### config.mk
export PLATFORM = sky130hd
export DESIGN_NAME = timer8_counter_compare
export DESIGN_NICKNAME = d
export VERILOG_FILES = /design/src/common/timer8_pkg.sv /design/src/timer8_wave_out.sv /design/src/timer8_counter_compare.sv
export VERILOG_INCLUDE_DIRS = /design/src /design/src/common
export SDC_FILE = /design/constraint.sdc
export NUM_CORES = 1
export LEC_CHECK = 0
export BUFFER_PORTS_ARGS = -buffer_cell sky130_fd_sc_hd__buf_2
export CORE_UTILIZATION = 25
export DETAILED_ROUTE_END_ITERATION = 7
export HOLD_SLACK_MARGIN = 0.02
export PLACE_DENSITY = 0.49
export SLEW_MARGIN = 20
export SYNTH_ARGS = -nofsm -noshare
export SYNTH_HDL_FRONTEND = slang
export SYNTH_SLANG_ARGS = --single-unit
### constraint.sdc
create_clock -name i_clk_sys -period 6.3 [get_ports i_clk_sys]
set_input_delay 0.63 -clock i_clk_sys [delete_from_list [all_inputs] [get_ports i_clk_sys]]
set_output_delay 0.63 -clock i_clk_sys [all_outputs]
set_load 0.01 [all_outputs]
### src/common/timer8_regs.svh
`ifndef TIMER8_REGS_SVH
`define TIMER8_REGS_SVH
// register addresses on the plain register port
`define CTRL_A_ADDR 4'h0
`define CTRL_B_ADDR 4'h1
`define COUNT_ADDR 4'h2
`define CMP_A_ADDR 4'h3
`define CMP_B_ADDR 4'h4
`define FLAG_ADDR 4'h5
`define MASK_ADDR 4'h6
// control a: [7:6] out mode a, [5:4] out mode b, [1:0] waveform mode low
`define CTRLA_OMA_LSB 6
`define CTRLA_OMB_LSB 4
`define CTRLA_WGM_LSB 0
// control b: [3] waveform mode high, [2:0] clock select
`define CTRLB_WGM2_BIT 3
`define CTRLB_CS_LSB 0
// flag and mask bit positions
`define OVF_BIT 0
`define CMPA_BIT 1
`define CMPB_BIT 2
`define RESET_VAL 8'h00
`define BOTTOM_VAL 8'h00
`define MAX_VAL 8'hff
`endif

### src/common/timer8_pkg.sv
package timer8_pkg;
  typedef enum logic [2:0] {
    WGM_NORMAL = 3'b000,
    WGM_PC_MAX = 3'b001,
    WGM_CTC = 3'b010,
    WGM_FAST_MAX = 3'b011,
    WGM_RSVD4 = 3'b100,
    WGM_PC_OCRA = 3'b101,
    WGM_RSVD6 = 3'b110,
    WGM_FAST_OCRA = 3'b111
  } wave_mode_t;
  typedef struct packed {
    logic [3:0] addr;
    logic [7:0] wdata;
    logic wr;
    logic rd;
  } reg_req_t;
  typedef struct packed {
    logic max;
    logic bottom;
    logic top;
    logic down;
    logic tick;
  } cnt_state_t;
endpackage

### src/timer8_wave_out.sv
`timescale 1ns/1ps
`include "timer8_regs.svh"
// one compare output unit: buffering, match, and waveform bit
module timer8_wave_out (
  // clock and reset
  input wire logic i_clk_sys,
  input wire logic i_reset,
  // software side
  input wire logic i_cmp_wr,
  input wire logic [7:0] i_cmp_wdata,
  input wire logic [1:0] i_out_mode,
  input wire timer8_pkg::wave_mode_t i_mode,
  // counter side
  input wire logic [7:0] i_count,
  input wire timer8_pkg::cnt_state_t i_cnt,
  input wire logic i_block,
  // results
  output logic [7:0] o_cmp_visible,
  output logic [7:0] o_cmp_active,
  output logic o_match,
  output logic o_wave
);
  import timer8_pkg::*;
  logic [7:0] active_reg;
  logic [7:0] buffer_reg;
  logic pwm;
  logic fast;
  logic wave_reg;

  assign pwm = (i_mode != WGM_NORMAL) && (i_mode != WGM_CTC);
  assign fast = (i_mode == WGM_FAST_MAX) || (i_mode == WGM_FAST_OCRA);
  assign o_match = (i_count == active_reg) && !i_block;
  assign o_cmp_active = active_reg;
  assign o_cmp_visible = pwm ? buffer_reg : active_reg;
  assign o_wave = wave_reg;

  always_ff @(posedge i_clk_sys) begin
    if (i_reset) begin
      buffer_reg <= `RESET_VAL;
    end else if (i_cmp_wr) begin
      buffer_reg <= i_cmp_wdata;
    end
  end

  // fast pwm updates at bottom, phase correct at top
  always_ff @(posedge i_clk_sys) begin
    if (i_reset) begin
      active_reg <= `RESET_VAL;
    end else if (!pwm && i_cmp_wr) begin
      active_reg <= i_cmp_wdata;
    end else if (pwm && i_cnt.tick && (fast ? i_cnt.bottom : i_cnt.top)) begin
      active_reg <= buffer_reg;
    end
  end

  always_ff @(posedge i_clk_sys) begin
    if (i_reset) begin
      wave_reg <= 1'b0;
    end else if (i_cnt.tick) begin
      if (!pwm) begin
        if (o_match) begin
          case (i_out_mode)
            2'b01: wave_reg <= !wave_reg;
            2'b10: wave_reg <= 1'b0;
            2'b11: wave_reg <= 1'b1;
            default: wave_reg <= wave_reg;
          endcase
        end
      end else if (fast) begin
        // non-inverting: set at bottom, clear on match
        if (o_match && i_out_mode[1]) begin
          wave_reg <= i_out_mode[0];
        end else if (i_cnt.bottom && i_out_mode[1]) begin
          wave_reg <= !i_out_mode[0];
        end
      end else if (o_match && i_out_mode[1]) begin
        wave_reg <= i_out_mode[0] ^ i_cnt.down;
      end else if (i_cnt.max && i_out_mode[1] && i_count != active_reg) begin
        wave_reg <= i_out_mode[0];
      end
    end
  end
endmodule

### src/timer8_counter_compare.sv
`timescale 1ns/1ps
`include "timer8_regs.svh"
// Function
// - count and compare registers, eight bit, read/write
// - clock select picks tick; zero stops
// - count accessible whether running or not
// - software count write beats counter update
// - bottom indication when count is zero
// - max indication when count is 0xff
// - top is 0xff or compare a
// - tick clears, increments or decrements count
// - three-bit waveform mode split across controls
// - overflow flag point depends on mode
// - continuous equality compare per unit
// - compare flag set one tick later
// - enabled flag interrupts; cleared on acknowledge
// - writing one clears a flag
// - flags shown ungated; each interrupt gated by mask
// - outputs follow match, mode, extremes
// - pwm modes buffer compare writes
// - normal and ctc write compare directly
// - buffer copied only at top/bottom
// - compare access goes to buffer when buffered
// - normal mode wraps, overflow at zero
// - ctc clears on compare a match
// - count write blocks next tick match
module timer8_counter_compare #(
  parameter int PRESCALE_W = 10
) (
  // clock and reset
  input wire logic i_clk_sys,
  input wire logic i_reset,
  // register port
  input wire timer8_pkg::reg_req_t i_req,
  output logic [7:0] o_rdata,
  // external count pin
  input wire logic i_external_count_pin,
  // interrupt requests and acknowledges, bit order ovf, cmp a, cmp b
  output logic [2:0] o_irq,
  input wire logic [2:0] i_irq_ack,
  // waveform outputs
  output logic o_wave_out_a,
  output logic o_wave_out_b
);
  import timer8_pkg::*;
  logic [7:0] timer_control_a_reg;
  logic [7:0] timer_control_b_reg;
  logic [7:0] count_value_reg;
  logic [7:0] count_value_next;
  logic [2:0] timer_flag_reg;
  logic [2:0] timer_mask_reg;
  logic [7:0] o_rdata_reg;
  logic [PRESCALE_W-1:0] prescale_reg;
  logic [PRESCALE_W-1:0] prescale_prev_reg;
  logic ext_prev_reg;
  logic down_reg;
  logic block_reg;
  logic match_a_reg;
  logic match_b_reg;
  logic timer_tick;
  logic [2:0] clock_select_field;
  wave_mode_t waveform_mode_field;
  logic [7:0] top_val;
  logic wr_count;
  logic wr_cmp_a;
  logic wr_cmp_b;
  logic match_a;
  logic match_b;
  logic pwm_pc;
  logic [7:0] compare_a_value;
  logic [7:0] compare_b_value;
  logic [7:0] cmp_a_active;
  logic [2:0] flag_set;
  logic [2:0] flag_clr;
  cnt_state_t cnt;

  assign wr_count = i_req.wr && (i_req.addr == `COUNT_ADDR);
  assign wr_cmp_a = i_req.wr && (i_req.addr == `CMP_A_ADDR);
  assign wr_cmp_b = i_req.wr && (i_req.addr == `CMP_B_ADDR);
  assign clock_select_field = timer_control_b_reg[`CTRLB_CS_LSB +: 3];
  assign waveform_mode_field = wave_mode_t'({timer_control_b_reg[`CTRLB_WGM2_BIT],
    timer_control_a_reg[`CTRLA_WGM_LSB +: 2]});
  assign pwm_pc = (waveform_mode_field == WGM_PC_MAX) ||
    (waveform_mode_field == WGM_PC_OCRA);
  // top is compare a in ctc and the ocra pwm modes
  assign top_val = (waveform_mode_field == WGM_CTC || waveform_mode_field == WGM_PC_OCRA ||
    waveform_mode_field == WGM_FAST_OCRA) ? cmp_a_active : `MAX_VAL;

  // prescaler free runs; taps at 1, 8, 64, 256, 1024
  always_ff @(posedge i_clk_sys) begin
    if (i_reset) begin
      prescale_reg <= '0;
      prescale_prev_reg <= '0;
      ext_prev_reg <= 1'b0;
    end else begin
      prescale_reg <= prescale_reg + 1'b1;
      prescale_prev_reg <= prescale_reg;
      ext_prev_reg <= i_external_count_pin;
    end
  end

  always_comb begin
    case (clock_select_field)
      3'h0: timer_tick = 1'b0;
      3'h1: timer_tick = 1'b1;
      3'h2: timer_tick = prescale_prev_reg[2] && !prescale_reg[2];
      3'h3: timer_tick = prescale_prev_reg[5] && !prescale_reg[5];
      3'h4: timer_tick = prescale_prev_reg[7] && !prescale_reg[7];
      3'h5: timer_tick = prescale_prev_reg[9] && !prescale_reg[9];
      3'h6: timer_tick = ext_prev_reg && !i_external_count_pin;
      3'h7: timer_tick = !ext_prev_reg && i_external_count_pin;
      default: timer_tick = 1'b0;
    endcase
  end

  assign cnt.tick = timer_tick;
  assign cnt.bottom = (count_value_reg == `BOTTOM_VAL);
  assign cnt.max = (count_value_reg == `MAX_VAL);
  assign cnt.top = (count_value_reg == top_val);
  assign cnt.down = down_reg;

  always_comb begin
    count_value_next = count_value_reg;
    if (pwm_pc) begin
      if (down_reg && !cnt.bottom) begin
        count_value_next = count_value_reg - 8'h01;
      end else if (!down_reg && !cnt.top) begin
        count_value_next = count_value_reg + 8'h01;
      end else if (cnt.top) begin
        count_value_next = count_value_reg - 8'h01;
      end else begin
        count_value_next = count_value_reg + 8'h01;
      end
    end else if (waveform_mode_field != WGM_NORMAL && cnt.top) begin
      count_value_next = `BOTTOM_VAL;
    end else begin
      count_value_next = count_value_reg + 8'h01;
    end
  end

  always_ff @(posedge i_clk_sys) begin
    if (i_reset) begin
      count_value_reg <= `RESET_VAL;
    end else if (wr_count) begin
      count_value_reg <= i_req.wdata;
    end else if (timer_tick) begin
      count_value_reg <= count_value_next;
    end
  end

  // phase correct direction turns at top and bottom
  always_ff @(posedge i_clk_sys) begin
    if (i_reset || !pwm_pc) begin
      down_reg <= 1'b0;
    end else if (timer_tick && cnt.top) begin
      down_reg <= 1'b1;
    end else if (timer_tick && cnt.bottom) begin
      down_reg <= 1'b0;
    end
  end

  // block lasts until the next tick, even while stopped
  always_ff @(posedge i_clk_sys) begin
    if (i_reset) begin
      block_reg <= 1'b0;
    end else if (wr_count) begin
      block_reg <= 1'b1;
    end else if (timer_tick) begin
      block_reg <= 1'b0;
    end
  end

  always_ff @(posedge i_clk_sys) begin
    if (i_reset) begin
      timer_control_a_reg <= `RESET_VAL;
      timer_control_b_reg <= `RESET_VAL;
      timer_mask_reg <= 3'h0;
    end else if (i_req.wr) begin
      case (i_req.addr)
        `CTRL_A_ADDR: timer_control_a_reg <= i_req.wdata;
        `CTRL_B_ADDR: timer_control_b_reg <= i_req.wdata & 8'h0f;
        `MASK_ADDR: timer_mask_reg <= i_req.wdata[2:0];
        default: timer_mask_reg <= timer_mask_reg;
      endcase
    end
  end

  // a match is latched and flagged at the following tick
  always_ff @(posedge i_clk_sys) begin
    if (i_reset) begin
      match_a_reg <= 1'b0;
      match_b_reg <= 1'b0;
    end else if (timer_tick) begin
      match_a_reg <= match_a;
      match_b_reg <= match_b;
    end
  end

  always_comb begin
    flag_set = 3'h0;
    if (timer_tick) begin
      case (waveform_mode_field)
        WGM_NORMAL, WGM_CTC: flag_set[`OVF_BIT] = cnt.max;
        WGM_PC_MAX, WGM_PC_OCRA: flag_set[`OVF_BIT] = cnt.bottom && down_reg;
        default: flag_set[`OVF_BIT] = cnt.top;
      endcase
      flag_set[`CMPA_BIT] = match_a_reg;
      flag_set[`CMPB_BIT] = match_b_reg;
    end
  end

  assign flag_clr = i_irq_ack |
    ((i_req.wr && i_req.addr == `FLAG_ADDR) ? i_req.wdata[2:0] : 3'h0);

  // set wins over a clear in the same cycle
  always_ff @(posedge i_clk_sys) begin
    if (i_reset) begin
      timer_flag_reg <= 3'h0;
    end else begin
      timer_flag_reg <= (timer_flag_reg & ~flag_clr) | flag_set;
    end
  end

  assign o_irq = timer_flag_reg & timer_mask_reg;

  always_ff @(posedge i_clk_sys) begin
    if (i_reset) begin
      o_rdata_reg <= 8'h00;
    end else if (i_req.rd) begin
      case (i_req.addr)
        `CTRL_A_ADDR: o_rdata_reg <= timer_control_a_reg;
        `CTRL_B_ADDR: o_rdata_reg <= timer_control_b_reg;
        `COUNT_ADDR: o_rdata_reg <= count_value_reg;
        `CMP_A_ADDR: o_rdata_reg <= compare_a_value;
        `CMP_B_ADDR: o_rdata_reg <= compare_b_value;
        `FLAG_ADDR: o_rdata_reg <= {5'h00, timer_flag_reg};
        `MASK_ADDR: o_rdata_reg <= {5'h00, timer_mask_reg};
        default: o_rdata_reg <= 8'h00;
      endcase
    end else begin
      o_rdata_reg <= 8'h00;
    end
  end
  assign o_rdata = o_rdata_reg;

  timer8_wave_out unit_a (
    .i_clk_sys(i_clk_sys),
    .i_reset(i_reset),
    .i_cmp_wr(wr_cmp_a),
    .i_cmp_wdata(i_req.wdata),
    .i_out_mode(timer_control_a_reg[`CTRLA_OMA_LSB +: 2]),
    .i_mode(waveform_mode_field),
    .i_count(count_value_reg),
    .i_cnt(cnt),
    .i_block(block_reg),
    .o_cmp_visible(compare_a_value),
    .o_cmp_active(cmp_a_active),
    .o_match(match_a),
    .o_wave(o_wave_out_a)
  );

  timer8_wave_out unit_b (
    .i_clk_sys(i_clk_sys),
    .i_reset(i_reset),
    .i_cmp_wr(wr_cmp_b),
    .i_cmp_wdata(i_req.wdata),
    .i_out_mode(timer_control_a_reg[`CTRLA_OMB_LSB +: 2]),
    .i_mode(waveform_mode_field),
    .i_count(count_value_reg),
    .i_cnt(cnt),
    .i_block(block_reg),
    .o_cmp_visible(compare_b_value),
    .o_cmp_active(),
    .o_match(match_b),
    .o_wave(o_wave_out_b)
  );

  stop_holds_a: assert property (@(posedge i_clk_sys) disable iff (i_reset)
    (clock_select_field == 3'h0 && !wr_count) |=> $stable(count_value_reg))
    else $error("count moved while stopped");
  write_wins_a: assert property (@(posedge i_clk_sys) disable iff (i_reset)
    wr_count |=> count_value_reg == $past(i_req.wdata))
    else $error("count write lost");
  normal_inc_a: assert property (@(posedge i_clk_sys) disable iff (i_reset)
    (timer_tick && !wr_count && waveform_mode_field == WGM_NORMAL)
    |=> count_value_reg == $past(count_value_reg) + 8'h01)
    else $error("normal mode count wrong");
  ctc_clear_a: assert property (@(posedge i_clk_sys) disable iff (i_reset)
    (timer_tick && !wr_count && waveform_mode_field == WGM_CTC && cnt.top)
    |=> count_value_reg == 8'h00)
    else $error("ctc did not clear");
  ovf_normal_a: assert property (@(posedge i_clk_sys) disable iff (i_reset)
    (timer_tick && !wr_count && waveform_mode_field == WGM_NORMAL && cnt.max)
    |=> count_value_reg == 8'h00 && timer_flag_reg[`OVF_BIT])
    else $error("overflow flag missing");
  // the latched match is what the following tick turns into the flag
  flag_late_a: assert property (@(posedge i_clk_sys) disable iff (i_reset)
    (timer_tick && match_a_reg) |=> timer_flag_reg[`CMPA_BIT])
    else $error("compare a flag not set next tick");
  block_a: assert property (@(posedge i_clk_sys) disable iff (i_reset)
    wr_count |=> !match_a && !match_b)
    else $error("match not blocked after count write");
  clear_a: assert property (@(posedge i_clk_sys) disable iff (i_reset)
    (i_req.wr && i_req.addr == `FLAG_ADDR && i_req.wdata[`CMPB_BIT] &&
    !flag_set[`CMPB_BIT]) |=> !timer_flag_reg[`CMPB_BIT])
    else $error("flag write did not clear");
  irq_gate_a: assert property (@(posedge i_clk_sys) disable iff (i_reset)
    o_irq == (timer_flag_reg & timer_mask_reg))
    else $error("interrupt gating wrong");
  pwm_buffer_a: assert property (@(posedge i_clk_sys) disable iff (i_reset)
    (wr_cmp_a && waveform_mode_field != WGM_NORMAL && waveform_mode_field != WGM_CTC
    && !(timer_tick && (cnt.top || cnt.bottom))) |=> $stable(cmp_a_active))
    else $error("active compare written in pwm");
  cover_ctc_c: cover property (@(posedge i_clk_sys) waveform_mode_field == WGM_CTC && cnt.top
    && timer_tick);
  cover_ovf_c: cover property (@(posedge i_clk_sys) flag_set[`OVF_BIT]);
  cover_irq_c: cover property (@(posedge i_clk_sys) o_irq[`CMPA_BIT] ##1 i_irq_ack[`CMPA_BIT]);
endmodule

Word level (Yosys, flattened, before mapping):

Index checks and enable logic that the tools add are counted.

* output and inout bits: 13
* flip-flop bits (word level): 93

* reduce and logical (&&, ||, !) cells: 73
* mux-type cells: 40
* bitwise logic cells: 8
* $add $sub $neg: 3
* equality and inequality tests: 35

Operators with widths (count)
* 2-to-1 mux 8 bit: 14
* case mux 8 bit (7 select lines): 1
* logical AND 1 bit: 31
* equality test 8 bit: 3
* 2-to-1 mux 1 bit: 19
* equality test 3 bit (second input constant): 6
* zero test 1 bit: 16
* inequality test 8 bit: 2
* equality test 3 x 2 -> 1 bit (second input constant): 4
* equality test 4 x 3 -> 1 bit (second input constant): 3
* nonzero test 2 bit: 6
* adder 10 x 1 -> 10 bit (second input constant): 1
* AND reduction 5 bit: 2
* adder 8 x 1 -> 8 bit (second input constant): 1
* equality test 2 bit (second input constant): 4
* equality test 4 x 2 -> 1 bit (second input constant): 2
* equality test 8 bit (second input constant): 1
* zero test 8 bit: 1
* inequality test 4 x 2 -> 1 bit (second input constant): 2
* inequality test 4 bit (second input constant): 2
* case mux 1 bit (8 select lines): 1
* nonzero test 4 bit: 2
* subtractor 8 x 1 -> 8 bit (second input constant): 1
* bitwise AND 3 bit: 2
* 17 further kinds: 32

Longest topological paths before layout:

* depth in word-level cells: 12
* depth in mapped cells: 10
* gate-level depth less buffers: 8

Modules after synthesis:

Synthesis repeated with hierarchy kept, for this count alone.

* cells, all modules: 642
* area, all modules: 5353.9 um^2

Modules (own cells, without submodules)
* timer8_counter_compare: times used 1, area each 3234.4 um^2, cells each 414, seq. area each 1061.0 um^2
* timer8_wave_out: times used 2, area each 1059.8 um^2, cells each 114, seq. area each 340.3 um^2

Worst setup path after synthesis:

OpenSTA, ideal clock, no wires.

* path kind: input to register
* start point: input i_req[11] (netlist bit)
* end point: register count_value_reg[2]
* required time: 6.180 ns
* data arrival time: 2.250 ns
* buffers on the path: 3
* setup slack: 3.931 ns
* setup time: 0.120 ns
* stages on the path: 9
* cells stage by stage: clkbuf_1 > nor2b_1 > clkbuf_1 > and3_1 > clkbuf_1 > nor3_1 > o21a_1 > o2111a_1 > a211o_1

* word-level cells in the longest chain between the ends: 3
* elaborated cells on any way between the ends: 4

Ends and longest elaborated chain
* from (decl): RTL line timer8_counter_compare.sv:34 `input wire timer8_pkg::reg_req_t i_req,`
* equality test 4 x 2 -> 1 bit (*)
* logical AND 1 bit (*): RTL line timer8_counter_compare.sv:77 `` assign wr_count = i_req.wr && (i_req.addr == `COUNT_ADDR); ``
* 2-to-1 mux 8 bit or nonzero test 2 bit (tied branches)
* to (signal assigned): RTL line timer8_counter_compare.sv:143 `` count_value_reg <= `RESET_VAL; ``
* to (signal assigned): RTL line timer8_counter_compare.sv:145 `count_value_reg <= i_req.wdata;`
* to (signal assigned): RTL line timer8_counter_compare.sv:147 `count_value_reg <= count_value_next;`
* to (decl): RTL line timer8_counter_compare.sv:48 `logic [7:0] count_value_reg;`

Every way passes the cells marked *; elsewhere a longest branch is shown, timed or not.
A chain may end at the register's enable or synchronous reset.

Worst setup path after layout:

* start point: register count_value_reg[2]
* end point: register unit_a.wave_reg (netlist: unit_a.o_wave)

* word-level cells in the longest chain between the ends: 6
* elaborated cells on any way between the ends: 17

Ends and longest elaborated chain
* branches (longest 6 deep; another with equality test 8 bit)
* to (signal assigned): RTL line timer8_wave_out.sv:63 `2'b01: wave_reg <= !wave_reg;`
* to (signal assigned): RTL line timer8_wave_out.sv:72 `wave_reg <= i_out_mode[0];`
* to (signal assigned): RTL line timer8_wave_out.sv:77 `wave_reg <= i_out_mode[0] ^ i_cnt.down;`
* to (decl): RTL line timer8_wave_out.sv:28 `logic wave_reg;`

Parallel ways; which one is timed is not known.

==> flow_summary.yaml <==
synth:
  synth_top_area_share_pct: 36.03
  synth_mux_area_share_pct: 6.472
  synth.net_count: 645
  async_reset_ff_share_pct: 0
  synth_area_leaders: "dfxtp_1 (36%), nand2_1 (7.0%), mux2i_1 (6.0%), a21oi_1 (5.3%), nor2_1 (4.7%)"
  synth_area_um2: 4833
  synth_fa_ha_area_share_pct: 1.294
  synth_cell_type_count: 68
  synth_top_family_by_area: "simple AND/OR/NAND/NOR gates"
  synthSimpleGateAreaFrac_pct: 26.04
  synth-compound-area-share_pct: 21.38
  ys_ff_latch: 87
  ys.flop_type: "dfxtp_1"
  synth_top_area_cell: "dfxtp_1"
  syn_avg_cell_area_um2: 7.796
  synth_xor_xnor_area_share_pct: 3.961
  ys_warn_count: 0
  synthCells: 620
  synth_seq_area_share_pct: 36.03
  synth_edf_count: 0
hold_path:
  min_from: "prescale_reg[0]$_SDFF_PP0_"
  worstHoldPathType: "flip-flop to flip-flop"
clocking:
  clk_latency_ns: 0.35
  htreeDepth: 3
  clkSlewWorstSetupHoldPaths_ns: 0.07
  clock_sinks: 87
  cts_resized: 0
  cts_hold_buf: 0
  cts_buffers: 9
  clockRootBuffer: "clkbuf_16"
  postCtsSetupBuffers: 0
  clock_path_buffers: 2
  cts_tree: "yes"
setup_path:
  worstPathArrival_ns: 2.95
  crit_type: "flip-flop to flip-flop"
  cp-start-kind: "flip-flop"
  worstPathRequired_ns: 6.55
  rr_startpoint: "count_value_reg[2]$_SDFFE_PP0P_"
  startpoint: "count_value_reg[2]$_SDFFE_PP0P_"
  cp-end-kind: "flip-flop"
  critical_path.max_fanout: 13
timing:
  rsz0062_at_grt: "false"
  fin_crit_sh_pct: 42.93
  setup_viol: 0
  tightest_slew_ns: 0.8934
  drv_slew: 0
  layout_setup_ws_ns: 3.595
  min_period_ns: 2.705
  finalSetupTns_ns: 0
  skew_ns: 0.004755
  fmax_mhz: 369.7
  timing.final.hold_violations: 0
  whs_ns: 0.4419
  max-slew-margin-rel_pct: 39.98
global_routing:
  grt_pass1_wl_um: 24840
  grt_use_total_pct: 16.33
  grt_antenna_before_repair: 0
  grt_pass1_vias: 4285
  grt_overflow_total: 0
  grt_max_degree: 43
floorplanning:
  coreArea_um2: 18830
  pin_count: 33
  rows: 50
  die_area_um2: 19890
  start_util_pct: 25.67
  die_w_um: 141.0
  die-height_um: 141.0
place:
  dpl_cell_area_um2: 5176
  dp_cells: 877
  post-place-ws_ns: 3.357
  hpwl_um: 10940
  gp_congestion: 0.8921
  io_buffers: 32
status:
  outcome: "completed"
cells_and_area:
  fin_cells: 893
  final_nets: 653
  design_area_um2: 5475
  largest_register_ff_count: 10
  n_antenna_cell: 0
  final_layout_size_suffix_gt1_share_pct: 10.58
  area_delta_synth_final_pct: 13.28
detailed_routing:
  drt_pass1_iterations: 6
  ant_nets: 0
  viasPerCell: 5.021
  finalWirelength_um: 15470
  drc: 0
  vias: 4484
  wl_per_cell_um: 17.32
  drtIter0Drc: 369
power:
  peakVddDrop_mv: 0.1139
  cellPowerDensity_nw_per_um2: 220.8
  p_leak_nw: 1.916
job:
  cap_violations: 0
[critical path, cell delays in order, from the launching register on]
cell and delay [ns]:
dfxtp_1 0.65, xnor2_1 0.18, o2111ai_1 0.16, or3_1 0.50
or4_4 0.57, a21o_1 0.19, o211a_1 0.12, o221a_1 0.21
[through the flow]
| step | utilization (%) | total power [mW] |
|---|---|---|
| after detailed placement | 27.49 | 0.6690 |
| after CTS | 29.08 | 1.221 |
| final | 29.08 | 1.209 |
| after global placement | 27.49 | 0.6698 |
| after global routing | 29.08 | 1.256 |
| after floorplan | - | 0.6362 |
[cell usage in the layout (no fill, tap or decap), types with 9 or more instances in the layout]
master and instances:
and3_1 11, nand3_1 45, buf_2 32, clkbuf_16 9, nor2b_1 12, a21oi_1 51, xnor2_1 14, dfxtp_1 87
mux2i_1 29, o21ai_0 21, nor2_1 61, nand2_1 90, nor3_1 15, a22oi_1 10, inv_1 11
[power by group]
| group | switching (mW) | leakage (nW) | internal, mW |
|---|---|---|---|
| clock | 0.242 | 0.135 | 0.310 |
| sequential | 0.00978 | 0.703 | 0.557 |
| combinational | 0.0626 | 1.08 | 0.0276 |
| total | 0.314 | 1.92 | 0.895 |
[cell usage after synthesis (4+ instances only)]
master      n
o21ai_1     4
o211ai_1    4
xnor2_1    14
nand2b_1    7
a31oi_1     7
nor2_1     61
nor2b_1    12
o22ai_1     5
a22oi_1    10
nor3_1     15
mux2i_1    29
a221oi_1    4
clkbuf_1   28
inv_1      11
o21ai_0    21
and3_1     11
a21oi_1    51
buf_2       7
and2_1      6
ha_1        5
nand2_1    90
o2111ai_1   5
a21o_1      4
a211oi_1    4
xor2_1      6
nand3_1    45
dfxtp_1    87
[layer usage]
metal  part of all wire, %  GRT usage, %  up-vias  wire length (um)
met5                     0             0        -                 0
li1                      -             -     2229                 -
met1                    49         22.61     2119              7639
met3                   4.1         3.193       28               637
met4                   2.2         5.320        0               334
met2                    44         25.32      108              6855
[final cells by class]
type	instances	area (um^2)
multi-input combinational	480	2859
sequential	87	1742
fill	2061	13360
clock buffer	10	229.0
tap	260	325.3
timing repair buffer	38	205.2
inverter	12	45.04
clock inverter	6	70.07
[kinds of logic (layout without fill, tap and decap cells)]
group,count (synthesis),after routing
compound gates,155,155
xor+xnor,21,21
fa+ha+maj,5,5
buf+inv,53,66
flops,87,87
mux,31,31
simple gates,268,268
[final timing paths]
path | slack, ns | depth (start not counted) | to
worst max-delay path | 3.60 | 7 | unit_a.o_wave$_SDFFE_PP0P_
worst max register to register | 3.60 | 7 | unit_a.o_wave$_SDFFE_PP0P_
worst min-delay path | 0.44 | 1 | prescale_reg[0]$_SDFF_PP0_
worst min register to register | 0.44 | 1 | prescale_reg[0]$_SDFF_PP0_
No activity file was read; power rests on OpenSTA's default activity.
